[src/adt_defines.svh]
// constants for the auto block transfer engine
`ifndef ADT_DEFINES_SVH
`define ADT_DEFINES_SVH
`define REG_CTRL 6'h00
`define REG_TABLE 6'h01
`define REG_STATUS 6'h02
`define REG_POINTER 6'h03
`define CTRL_ENABLE_BIT 0
`define CTRL_START_BIT 1
`define STAT_DONE_BIT 0
`define STAT_ERR_BIT 1
`define STAT_RUN_BIT 2
`define STAT_PHASE_BIT 3
`define STAT_HOLD_BIT 4
`define D1_MULTI_BIT 14
`define D1_CHAR_BIT 13
`define D1_DIR_BIT 11
`define D1_LINK_BIT 1
`define D1_EQUIPMENT_NUMBER_FIELD_HI 10
`define D1_EQUIPMENT_NUMBER_FIELD_LO 7
`define OFS_CUR 15'h0001
`define OFS_LAST 15'h0002
`define OFS_TERM_LO 15'h0001
`define OFS_TERM_HI 15'h0002
`define OFS_DEV_BASE 15'h0004
`define TABLE_RESET 15'h0000
`define SYNC_W 1
`endif

[src/adt_pkg.sv]
// types shared by the auto block transfer engine
package adt_pkg;
   typedef logic [15:0] word_t;
   typedef logic [14:0] maddr_t;
   typedef enum logic [3:0] {
      ST_IDLE, ST_HDR, ST_DESC, ST_CUR, ST_LAST, ST_MEM_RD, ST_IO,
      ST_MEM_WR, ST_PTR_WR, ST_TERM_RD, ST_TERM_WR
   } state_t;
endpackage : adt_pkg

[src/adt_sync.sv]
// three stage pin synchroniser with agreement filter
`timescale 1ns/10ps
`include "adt_defines.svh"
module adt_sync (
   input wire logic sys_clk, // system clock
   input wire logic reset, // async reset, active high
   input wire logic [`SYNC_W-1:0] pin, // raw pin levels
   output logic [`SYNC_W-1:0] level // filtered levels
);
   logic [`SYNC_W-1:0] s1;
   logic [`SYNC_W-1:0] s2;
   logic [`SYNC_W-1:0] s3;
   genvar i;
   generate
      for (i = 0; i < `SYNC_W; i = i + 1) begin : g_bit
         always_ff @(posedge sys_clk or posedge reset) begin
            if (reset) begin
               s1[i] <= 1'b0;
               s2[i] <= 1'b0;
               s3[i] <= 1'b0;
               level[i] <= 1'b0;
            end else begin
               s1[i] <= pin[i];
               s2[i] <= s1[i];
               s3[i] <= s2[i];
               // change taken once stages two and three agree
               if (s2[i] == s3[i]) begin
                  level[i] <= s3[i];
               end
            end
         end
      end
   endgenerate
endmodule : adt_sync

[src/adt_char_pack.sv]
// character packing and unpacking for one datum
`timescale 1ns/10ps
module adt_char_pack
   import adt_pkg::*;
(
   input wire logic char_mode, // character transfers
   input wire logic phase, // second character of pair
   input wire logic [7:0] held_char, // first input character
   input wire word_t dev_word, // word from device
   input wire word_t mem_word, // word from memory
   output word_t to_mem, // word to store
   output word_t to_dev // datum to send
);
   always_comb begin
      if (char_mode) begin
         to_mem = {held_char, dev_word[7:0]};
      end else begin
         to_mem = dev_word;
      end
      if (!char_mode) begin
         to_dev = mem_word;
      end else if (phase) begin
         to_dev = {8'h00, mem_word[7:0]};
      end else begin
         to_dev = {8'h00, mem_word[15:8]};
      end
   end
endmodule : adt_char_pack

[src/auto_block_transfer.sv]
// auto block transfer engine with wishbone register slave
`timescale 1ns/10ps
`include "adt_defines.svh"
module auto_block_transfer
   import adt_pkg::*;
(
   input wire logic sys_clk, // 25 MHz clock
   input wire logic reset, // async reset, active high
   input wire logic [7:0] adr_i, // wishbone byte address
   input wire logic [31:0] dat_i, // wishbone write data
   output logic [31:0] dat_o, // wishbone read data
   input wire logic [3:0] sel_i, // wishbone byte selects
   input wire logic we_i, // wishbone write
   input wire logic cyc_i, // wishbone cycle
   input wire logic stb_i, // wishbone strobe
   output logic ack_o, // wishbone acknowledge
   input wire logic insn_boundary, // instruction just finished
   input wire logic higher_irq_pending, // higher interrupt active
   input wire logic dev_data_req, // device datum request pin
   input wire logic [4:0] dev_station, // requesting station index
   output logic cpu_hold, // instruction flow held
   output logic mem_req, // memory request
   output logic mem_we, // memory write
   output maddr_t mem_addr, // memory word address
   output word_t mem_wdata, // memory write data
   input wire word_t mem_rdata, // memory read data
   input wire logic mem_ack, // memory acknowledge
   output logic io_req, // device datum request
   output logic io_we, // datum goes to device
   output logic [10:0] io_addr, // equipment and station
   output word_t io_wdata, // datum to device
   input wire word_t io_rdata, // datum from device
   input wire logic io_ack, // device acknowledge
   input wire logic io_err, // device transfer error
   output logic macro_irq // completion or error interrupt
);
   state_t state;
   logic micro_en;
   logic running;
   maddr_t table_addr;
   logic done_flag;
   logic err_flag;
   logic done_evt;
   logic err_evt;
   logic next_done;
   logic next_err;
   logic req_level;
   logic svc_go;
   logic multi;
   logic phase;
   logic [4:0] station;
   logic [7:0] held_char;
   word_t desc1;
   word_t cur;
   word_t last;
   word_t mem_word;
   maddr_t base;
   word_t pack_mem;
   word_t pack_dev;
   logic wb_hit;
   logic wr_ctrl;
   logic wr_table;
   logic wr_status;
   logic [5:0] reg_idx;
   logic char_mode;
   logic dir_out;
   word_t cur_inc;
   logic [1:0] data_count;

   adt_sync u_sync (
      .sys_clk(sys_clk),
      .reset(reset),
      .pin(dev_data_req),
      .level(req_level)
   );

   adt_char_pack u_pack (
      .char_mode(char_mode),
      .phase(phase),
      .held_char(held_char),
      .dev_word(io_rdata),
      .mem_word(mem_rdata),
      .to_mem(pack_mem),
      .to_dev(pack_dev)
   );

   assign char_mode = desc1[`D1_CHAR_BIT];
   assign dir_out = desc1[`D1_DIR_BIT];
   assign cur_inc = cur + 16'h0001;
   // boundary sampling, no new service in the cycle a block ends
   assign svc_go = running && micro_en && insn_boundary && req_level && !higher_irq_pending
                   && !done_evt && !err_evt;

   // register slave decode
   assign reg_idx = adr_i[7:2];
   assign wb_hit = cyc_i && stb_i && !ack_o;
   assign wr_ctrl = wb_hit && we_i && sel_i[0] && (reg_idx == `REG_CTRL);
   assign wr_table = wb_hit && we_i && (reg_idx == `REG_TABLE);
   assign wr_status = wb_hit && we_i && sel_i[0] && (reg_idx == `REG_STATUS);

   // flags: hardware set wins over software clear
   always_comb begin
      next_done = done_evt || (done_flag && !(wr_status && dat_i[`STAT_DONE_BIT]));
      next_err = err_evt || (err_flag && !(wr_status && dat_i[`STAT_ERR_BIT]));
   end

   always_ff @(posedge sys_clk or posedge reset) begin
      if (reset) begin
         ack_o <= 1'b0;
         dat_o <= 32'h0000_0000;
      end else begin
         ack_o <= wb_hit;
         dat_o <= 32'h0000_0000;
         if (wb_hit && !we_i) begin
            unique case (reg_idx)
               `REG_CTRL: dat_o <= {31'h0000_0000, micro_en};
               `REG_TABLE: dat_o <= {17'h0_0000, table_addr};
               `REG_STATUS: dat_o <= {27'h000_0000, cpu_hold, phase, running,
                                      err_flag, done_flag};
               `REG_POINTER: dat_o <= {16'h0000, cur};
               default: dat_o <= 32'h0000_0000;
            endcase
         end
      end
   end

   always_ff @(posedge sys_clk or posedge reset) begin
      if (reset) begin
         micro_en <= 1'b0;
         table_addr <= `TABLE_RESET;
      end else begin
         if (wr_ctrl) begin
            micro_en <= dat_i[`CTRL_ENABLE_BIT];
         end
         if (wr_table && sel_i[0]) begin
            table_addr[7:0] <= dat_i[7:0];
         end
         if (wr_table && sel_i[1]) begin
            table_addr[14:8] <= dat_i[14:8];
         end
      end
   end

   // completion stops until software starts again
   always_ff @(posedge sys_clk or posedge reset) begin
      if (reset) begin
         running <= 1'b0;
      end else if (done_evt || err_evt) begin
         running <= 1'b0;
      end else if (wr_ctrl && dat_i[`CTRL_START_BIT]) begin
         running <= 1'b1;
      end
   end

   always_ff @(posedge sys_clk or posedge reset) begin
      if (reset) begin
         done_flag <= 1'b0;
         err_flag <= 1'b0;
         macro_irq <= 1'b0;
      end else begin
         done_flag <= next_done;
         err_flag <= next_err;
         macro_irq <= next_done || next_err;
      end
   end

   always_ff @(posedge sys_clk or posedge reset) begin
      if (reset) begin
         state <= ST_IDLE;
         cpu_hold <= 1'b0;
         mem_req <= 1'b0;
         mem_we <= 1'b0;
         mem_addr <= 15'h0000;
         mem_wdata <= 16'h0000;
         io_req <= 1'b0;
         io_we <= 1'b0;
         io_addr <= 11'h000;
         io_wdata <= 16'h0000;
         desc1 <= 16'h0000;
         cur <= 16'h0000;
         last <= 16'h0000;
         mem_word <= 16'h0000;
         base <= 15'h0000;
         multi <= 1'b0;
         phase <= 1'b0;
         station <= 5'h00;
         held_char <= 8'h00;
         done_evt <= 1'b0;
         err_evt <= 1'b0;
      end else begin
         done_evt <= 1'b0;
         err_evt <= 1'b0;
         unique case (state)
            ST_IDLE: begin
               if (svc_go) begin
                  cpu_hold <= 1'b1;
                  station <= dev_station;
                  mem_req <= 1'b1;
                  mem_we <= 1'b0;
                  mem_addr <= table_addr;
                  state <= ST_HDR;
               end
            end
            ST_HDR: begin
               if (mem_ack) begin
                  // station block at four words per device
                  if (mem_rdata[`D1_MULTI_BIT] && mem_rdata[`D1_LINK_BIT]) begin
                     multi <= 1'b1;
                     base <= 15'(table_addr + 15'({station, 2'b00}) + `OFS_DEV_BASE);
                     mem_addr <= 15'(table_addr + 15'({station, 2'b00}) + `OFS_DEV_BASE);
                     state <= ST_DESC;
                  end else begin
                     multi <= 1'b0;
                     desc1 <= mem_rdata;
                     base <= table_addr;
                     mem_addr <= 15'(table_addr + `OFS_CUR);
                     state <= ST_CUR;
                  end
               end
            end
            ST_DESC: begin
               if (mem_ack) begin
                  desc1 <= mem_rdata;
                  mem_addr <= 15'(base + `OFS_CUR);
                  state <= ST_CUR;
               end
            end
            ST_CUR: begin
               if (mem_ack) begin
                  cur <= mem_rdata;
                  mem_addr <= 15'(base + `OFS_LAST);
                  state <= ST_LAST;
               end
            end
            ST_LAST: begin
               if (mem_ack) begin
                  last <= mem_rdata;
                  if (dir_out) begin
                     mem_addr <= cur_inc[14:0];
                     state <= ST_MEM_RD;
                  end else begin
                     mem_req <= 1'b0;
                     io_req <= 1'b1;
                     io_we <= 1'b0;
                     io_addr <= desc1[10:0];
                     state <= ST_IO;
                  end
               end
            end
            ST_MEM_RD: begin
               if (mem_ack) begin
                  mem_word <= mem_rdata;
                  mem_req <= 1'b0;
                  io_req <= 1'b1;
                  io_we <= 1'b1;
                  io_addr <= desc1[10:0];
                  io_wdata <= pack_dev;
                  state <= ST_IO;
               end
            end
            ST_IO: begin
               if (io_ack) begin
                  io_req <= 1'b0;
                  if (io_err) begin
                     err_evt <= 1'b1;
                     cpu_hold <= 1'b0;
                     state <= ST_IDLE;
                  end else if (char_mode && !phase) begin
                     held_char <= io_rdata[7:0];
                     phase <= 1'b1;
                     cpu_hold <= 1'b0;
                     state <= ST_IDLE;
                  end else if (!dir_out) begin
                     mem_req <= 1'b1;
                     mem_we <= 1'b1;
                     mem_addr <= cur_inc[14:0];
                     mem_wdata <= pack_mem;
                     state <= ST_MEM_WR;
                  end else begin
                     phase <= 1'b0;
                     cur <= cur_inc;
                     mem_req <= 1'b1;
                     mem_we <= 1'b1;
                     mem_addr <= 15'(base + `OFS_CUR);
                     mem_wdata <= cur_inc;
                     state <= ST_PTR_WR;
                  end
               end
            end
            ST_MEM_WR: begin
               if (mem_ack) begin
                  phase <= 1'b0;
                  cur <= cur_inc;
                  mem_addr <= 15'(base + `OFS_CUR);
                  mem_wdata <= cur_inc;
                  state <= ST_PTR_WR;
               end
            end
            ST_PTR_WR: begin
               if (mem_ack) begin
                  if (cur == last && multi) begin
                     mem_we <= 1'b0;
                     mem_addr <= station[4] ? 15'(table_addr + `OFS_TERM_HI)
                                            : 15'(table_addr + `OFS_TERM_LO);
                     state <= ST_TERM_RD;
                  end else begin
                     mem_req <= 1'b0;
                     mem_we <= 1'b0;
                     done_evt <= (cur == last);
                     cpu_hold <= 1'b0;
                     state <= ST_IDLE;
                  end
               end
            end
            ST_TERM_RD: begin
               if (mem_ack) begin
                  mem_we <= 1'b1;
                  mem_wdata <= mem_rdata | (16'h0001 << station[3:0]);
                  state <= ST_TERM_WR;
               end
            end
            ST_TERM_WR: begin
               if (mem_ack) begin
                  mem_req <= 1'b0;
                  mem_we <= 1'b0;
                  done_evt <= 1'b1;
                  cpu_hold <= 1'b0;
                  state <= ST_IDLE;
               end
            end
         endcase
      end
   end

   always_ff @(posedge sys_clk or posedge reset) begin
      if (reset) begin
         data_count <= 2'b00;
      end else if (!cpu_hold) begin
         data_count <= 2'b00;
      end else if (io_req && io_ack && data_count != 2'b11) begin
         data_count <= 2'(data_count + 2'b01);
      end
   end
endmodule : auto_block_transfer

[config.mk]
export PLATFORM = sky130hd
export DESIGN_NAME = auto_block_transfer
export DESIGN_NICKNAME = d
export VERILOG_FILES = /design/src/adt_pkg.sv /design/src/adt_sync.sv /design/src/adt_char_pack.sv /design/src/auto_block_transfer.sv
export VERILOG_INCLUDE_DIRS = /design/src
export SDC_FILE = /design/constraint.sdc
export NUM_CORES = 1
export LEC_CHECK = 0
export BUFFER_PORTS_ARGS = -buffer_cell sky130_fd_sc_hd__clkbuf_2
export CAP_MARGIN = 20
export CORE_MARGIN = 2
export CORE_UTILIZATION = 30
export CTS_BUF_LIST = sky130_fd_sc_hd__clkbuf_2 sky130_fd_sc_hd__clkbuf_4 sky130_fd_sc_hd__clkbuf_8
export CTS_CLUSTER_DIAMETER = 40
export DETAILED_ROUTE_END_ITERATION = 12
export GPL_TIMING_DRIVEN = 0
export PLACE_DENSITY = 0.49
export SYNTH_ARGS = -nofsm -noshare
export SYNTH_HDL_FRONTEND = slang
export SYNTH_SLANG_ARGS = --single-unit
[constraint.sdc]
create_clock -name sys_clk -period 6.6 [get_ports sys_clk]
set_clock_uncertainty 0.15 [all_clocks]
set_input_delay 0.33 -clock sys_clk [delete_from_list [all_inputs] [get_ports sys_clk]]
set_output_delay 0.33 -clock sys_clk [all_outputs]
set_load 0.05 [all_outputs]
==> results.cfg, run 1 <==
[synth]
avgSynthCellArea_um2 = 9.146
synth-edff-count = 0
yosys_warnings = 0
synth_seq_area_share_pct = 42.29
synth-seq-cells = 185
synthFlopType = dfrtp_1
ys_async_sr_fraction_pct = 100.0
syn_area_um2 = 10950
synth_cells = 1197
synth_cell_type_count = 78

[timing]
fin_crit_ps = 3480
slew_headroom_pct = 44.09
final_max_slew_viol_count = 0
tightest_slew_ps = 835.8
setup_viol = 0
final.period_utilization_pct = 52.73
rsz0062_at_grt = no
fmax_mhz = 287.3
hold_viol_final = 0

[detailed_routing]
drc = 0
dr.pass1.iters = 6
vias = 10230
drt_iter0_markers = 946
vias_per_cell = 5.412
ant_nets = 0
wl_um = 40100
routedWlPerCell_um = 21.22

[finish]
fillCellCount = 3747
nNetsFinal = 1524
synthToLayoutAreaGrowth_pct = 19.42
final_common_cell = dfrtp_1
multi_input_area_um2 = 5742
drive_gt1_share_pct = 23.09
fin_util_pct = 36.58
num_antenna_cells = 0
layout_common_cells = dfrtp_1 (185), clkbuf_2 (149), nor2_1 (129)
seq_area_um2 = 4629
final_cells = 1890

[clock_network]
cts.clk_slew.worst_paths_ps = 110
cts_hold_buffers = 35
tritoncts = done
cts-resized-gates = 0
clock_latency_ps = 500
cts_num_sinks = 185
clk_path_buf_depth = 2
cts_setup_buffers = 0
ctsHtreeMaxLevel = 4
cts_made_buffers = 17
clockRootBuffer = clkbuf_8

[status]
status = complete, no violations

[worst_setup_path]
path_class = reg -> reg
rr_worst_depth = 13
required_ps = 6830
crit_path_end_kind = flip-flop
cp_max_fo = 9
worstReg2RegEnd = mem_addr[13]
critPathArrivalTime_ps = 3710
r2r_setup_slack_ps = 3120
r2r_start = table_addr[2]
crit_path_start_kind = flip-flop

[floorplanning]
start_util_pct = 30.63
design.die.area_um2 = 38040
num_io_pins = 189
core_area_um2 = 35740
dieWidth_um = 195.0
rows = 69
die_h_um = 195.0

[grt]
overflow = 0
grt_pass1_wl_um = 60910
grt_start_max_net_pins = 119
antenna_found_initial = 0
grt_pass1_vias = 9839
track_usage_pct = 21.11

[pwr]
power_density_nw_per_um2 = 438.0
p_total_mw = 5.726
leakagePower_nw = 5.803
peakVddDrop_mv = 0.2668

[placement]
port-buffer-count = 148
hpwl_um = 30400
place_inst = 1823
finalWeightedCongestion = 0.9329

[min_path]
hold-path-cell-count = 3
hold_path.class = in -> reg
min-delay-start = mem_rdata[9]
whs_endpoint = io_wdata[9]

[run]
cap_violations = 0
-- layer usage --
| layer | vias up | part of all wire, % | GRT usage [%] |
|---|---|---|---|
| met5 | - | 0 | 0 |
| met4 | 0 | 2.7 | 7.351 |
| met3 | 56 | 6.5 | 3.333 |
| met2 | 465 | 44 | 32.24 |
| met1 | 5009 | 47 | 30.28 |
| li1 | 4698 | - | - |
-- worst max-delay path, stage by stage (launching register included) --
cell	delay, ps
dfrtp_1	400
clkbuf_1	270
inv_1	200
ha_1	180
inv_1	50
ha_1	210
fa_1	420
a21o_1	200
a221o_1	360
nand4_1	150
o31ai_1	100
xor2_1	160
a211oi_1	390
o31ai_1	120
-- state kept, by name (all words and copies together) (netlist names), 15 cells and up --
register / count
io_wdata: 16
base: 15
dat_o: 16
mem_wdata: 16
mem_addr: 15
table_addr: 15
last: 16
cur: 16
-- cells in the mapped netlist (all sizes together) (16+ instances only) --
library cell	n	area, um2
dfrtp	185	4629
nor2	129	484.2
nand2	124	465.5
a21oi	89	445.4
o21ai	78	390.4
mux2	74	833.3
buf	58	399.1
clkbuf	49	188.9
xor2	36	315.3
o22ai	28	181.4
xnor2	27	236.5
nand3	26	135.1
a31oi	23	143.9
nor3	21	110.1
a22oi	20	150.1
mux2i	16	160.2
nand2b	16	100.1
-- kinds of logic (layout without fill, tap and decap cells) --
family                     after synthesis  after routing  share of synthesized area (%)
and+or+nand+nor                        405            405                          17.58
AOI/OAI and AO/OA                      316            316                          18.01
DFF                                    185            185                          42.29
buffers and inverters                  119            336                          5.783
muxes                                   91             91                          9.280
xor gates and xnor gates                63             63                          5.040
adders and majority gates               17             17                          1.989
other                                    1             16                        0.03425
-- power by group --
group          switching (mW)  internal (mW)  leakage [nW]  total [mW]
Clock                   0.458          0.281         0.187       0.738
Sequential              0.262           1.52          2.37        1.78
Combinational            2.20           1.01          3.25        3.21
Total                    2.92           2.80          5.80        5.73
-- metrics by stage --
stage | setup slack (ps) | TNS, ps | hold WS, ps | instance area (um2)
2_1_floorplan | 1091 | 0 | 181.2 | 11000
3_3_place_gp | -1467 | -267550 | 185.5 | 12320
3_5_place_dp | 3175 | 0 | 186.2 | 12360
4_1_cts | 3156 | 0 | 5.914 | 13070
5_1_grt | 2996 | 0 | 24.00 | 13070
6_report | 3120 | 0 | 42.77 | 13070
-- how the worst max path moves through the flow --
| stage | end | from | slack (ps) |
|---|---|---|---|
| floorplan | ack_o | reset | 1090 |
| global placement | mem_wdata[2] | reset | -1470 |
| detailed placement | mem_addr[13] | table_addr[2] | 3180 |
| CTS | mem_addr[13] | table_addr[2] | 3160 |
| global route | mem_addr[13] | table_addr[2] | 3000 |
| finish | mem_addr[13] | table_addr[2] | 3120 |
-- final cells by class --
type	instances	share of cell area, %
tap	461	4.412
multi-input combinational	908	43.92
buffer	107	4.498
inverter	12	0.4020
timing repair buffer	185	8.613
sequential	185	35.41
clock inverter	13	0.8422
clock buffer	19	1.904
(Power assumes the default switching activity.)
==> run 2, diff against run 1 <==
Clock period 6.6 ns to 3.43 ns, I/O delays scaled along.
==> run 2 against run 1 <==
  * Fmax is 6.5% higher
  * Cell count is 1.3% higher
  * Clock power grew 92%
  * Flip-flop and latch count is the same
  * Worst setup slack got worse by 3000 ps
  * Total power up 93%
  * Global-route usage rose by 0.18 points
  * Die area unchanged
  * Hold slack worse by 9.9 ps
  * Non-clock buffer count rose by 25
  * First-iteration DRC count down 0.32%
  * Via count rose by 0.23%
==> results.cfg, run 2 (synthesis results as in run 1) <==
[worst_setup_path]
required_ps = 3660
crit_path_start_kind = flip-flop
slowest_delay_ps = 560
cp_max_fo = 10
cp_slowest_cell = dfrtp_1
critPathArrivalTime_ps = 3500
crit_path_end_kind = flip-flop
cp_cell_sequence = inv_1 -> ha_1 -> inv_1 -> ha_1 -> fa_1 -> a21o_1 -> a221o_1 -> nand4_1 -> o31ai_1 -> xor2_1 -> a211oi_2 -> o31ai_1
path_class = reg -> reg

[detailed_routing]
wl_um = 40400
dr.pass1.iters = 5
drc = 0
ant_nets = 0
drt_iter0_markers = 943
routedWlPerCell_um = 21.09
vias_per_cell = 5.354
vias = 10250

[timing]
final.period_utilization_pct = 95.30
slew_headroom_pct = 39.04
final_max_slew_viol_count = 0
fin_crit_ps = 3269
rsz0062_at_grt = no
hold_viol_final = 0
layout_setup_ws_ps = 161.2
tightest_slew_ps = 911.4
fmax_mhz = 305.9
setup_viol = 0

[clock_network]
tritoncts = done
cts_num_sinks = 185
clockRootBuffer = clkbuf_8
cts.clk_slew.worst_paths_ps = 110
clk_path_buf_depth = 2
cts_made_buffers = 17
clock_latency_ps = 510
cts_setup_buffers = 0
ctsHtreeMaxLevel = 4

[finish]
final_common_cell = dfrtp_1
num_antenna_cells = 0
layout_common_cells = dfrtp_1 (185), clkbuf_2 (149), nor2_1 (129)
drive_gt1_share_pct = 23.04
fillCellCount = 3762
fin_area_um2 = 13360
fin_util_pct = 37.37
nNetsFinal = 1549
synthToLayoutAreaGrowth_pct = 21.99

[placement]
place_area_um2 = 12430
preCtsSetupSlack_ps = -7.702
finalWeightedCongestion = 0.9405
hpwl_um = 30920
port-buffer-count = 148

[grt]
grt_start_max_net_pins = 39
grt_pass1_wl_um = 61380
overflow = 0
antenna_found_initial = 0
track_usage_pct = 21.29
grt_pass1_vias = 9943

[min_path]
hold_path.class = in -> reg

[floorplanning]
design.die.area_um2 = 38040
start_util_pct = 30.63
die_h_um = 195.0
rows = 69
num_io_pins = 189
core_area_um2 = 35740
dieWidth_um = 195.0

[pwr]
p_total_mw = 11.06
leakagePower_nw = 5.925
peakVddDrop_mv = 0.4913
power_density_nw_per_um2 = 828.2

[run]
cap_violations = 0

[status]
status = complete, no violations
[run 2: cell types whose count changed in the layout (fill, tap and decap cells not counted), moves of 2 or more]
cell           change
dlygate4sd3_1     +22
buf_12             +5
clkinv_2           +3
clkbuf_4           -2
inv_6              -2
[run 2: area by class of cell]
class | count | area (um2) | share of cell area, %
repair buffers | 211 | 1419 | 10.62
clock buffers | 17 | 234.0 | 1.752
well taps | 461 | 576.8 | 4.319
plain buffers | 106 | 584.3 | 4.375
clock inverters | 15 | 116.4 | 0.8713
multi-input cells | 908 | 5747 | 43.03
inverters | 12 | 48.80 | 0.3654
flip-flops and latches | 185 | 4629 | 34.66
[run 2: final timing paths]
| kind | to | slack (ps) | startpoint | depth (start not counted) |
|---|---|---|---|---|
| max | mem_addr[13] | 160 | table_addr[2] | 12 |
| min | io_wdata[14] | 30 | mem_ack | 3 |
| max reg2reg | mem_addr[13] | 160 | table_addr[2] | 12 |
| min reg2reg | u_sync.s2 | 210 | u_sync.s1 | 0 |
| max in group asynchronous | cur[8] | 2250 | reset | 5 |
| min in group asynchronous | base[3] | 70 | reset | 3 |
[run 2: metal layers]
metal / global-route usage (%) / vias to the layer above / part of all wire [%]
li1: - / 4752 / -
met1: 29.44 / 5049 / 46
met2: 32.38 / 392 / 44
met3: 4.473 / 59 / 6.8
met4: 8.736 / 0 / 3.2
met5: 0 / - / 0
[run 2: power by group]
part           internal (mW)  switching [mW]  leakage, nW  total [mW]
logic                   1.98            4.25         3.37        6.23
clock network          0.516           0.902        0.185        1.42
registers               2.92           0.500         2.37        3.42
[run 2: timing repair]
action / 4_1_cts / 5_1_grt
hold buffers: 57 / 0
pin swaps: 0 / 0
gates resized for setup: 1 / 0
endpoints found under the setup margin: 1 / 4
hold endpoints to repair: 220 / 0
[run 2: critical path: cells and delay by family (launching register included)]
kind	cells	cell delay, ps
compound gates	5	1070
xor+xnor	1	170
fa+ha+maj	3	810
buf+inv	2	240
flops	1	560
simple gates	1	140
[run 2: stage by stage]
| stage | cells | hold slack [ps] | setup TNS [ps] |
|---|---|---|---|
| 4_1_cts | 1916 | 1.966 | 0 |
| 3_3_place_gp | 1821 | 134.0 | -121960 |
| 5_1_grt | 1915 | 57.67 | 0 |
| 2_1_floorplan | 1212 | 52.93 | 0 |
| 3_5_place_dp | 1827 | 64.82 | -7.702 |
| 6_report | 1915 | 32.90 | 0 |
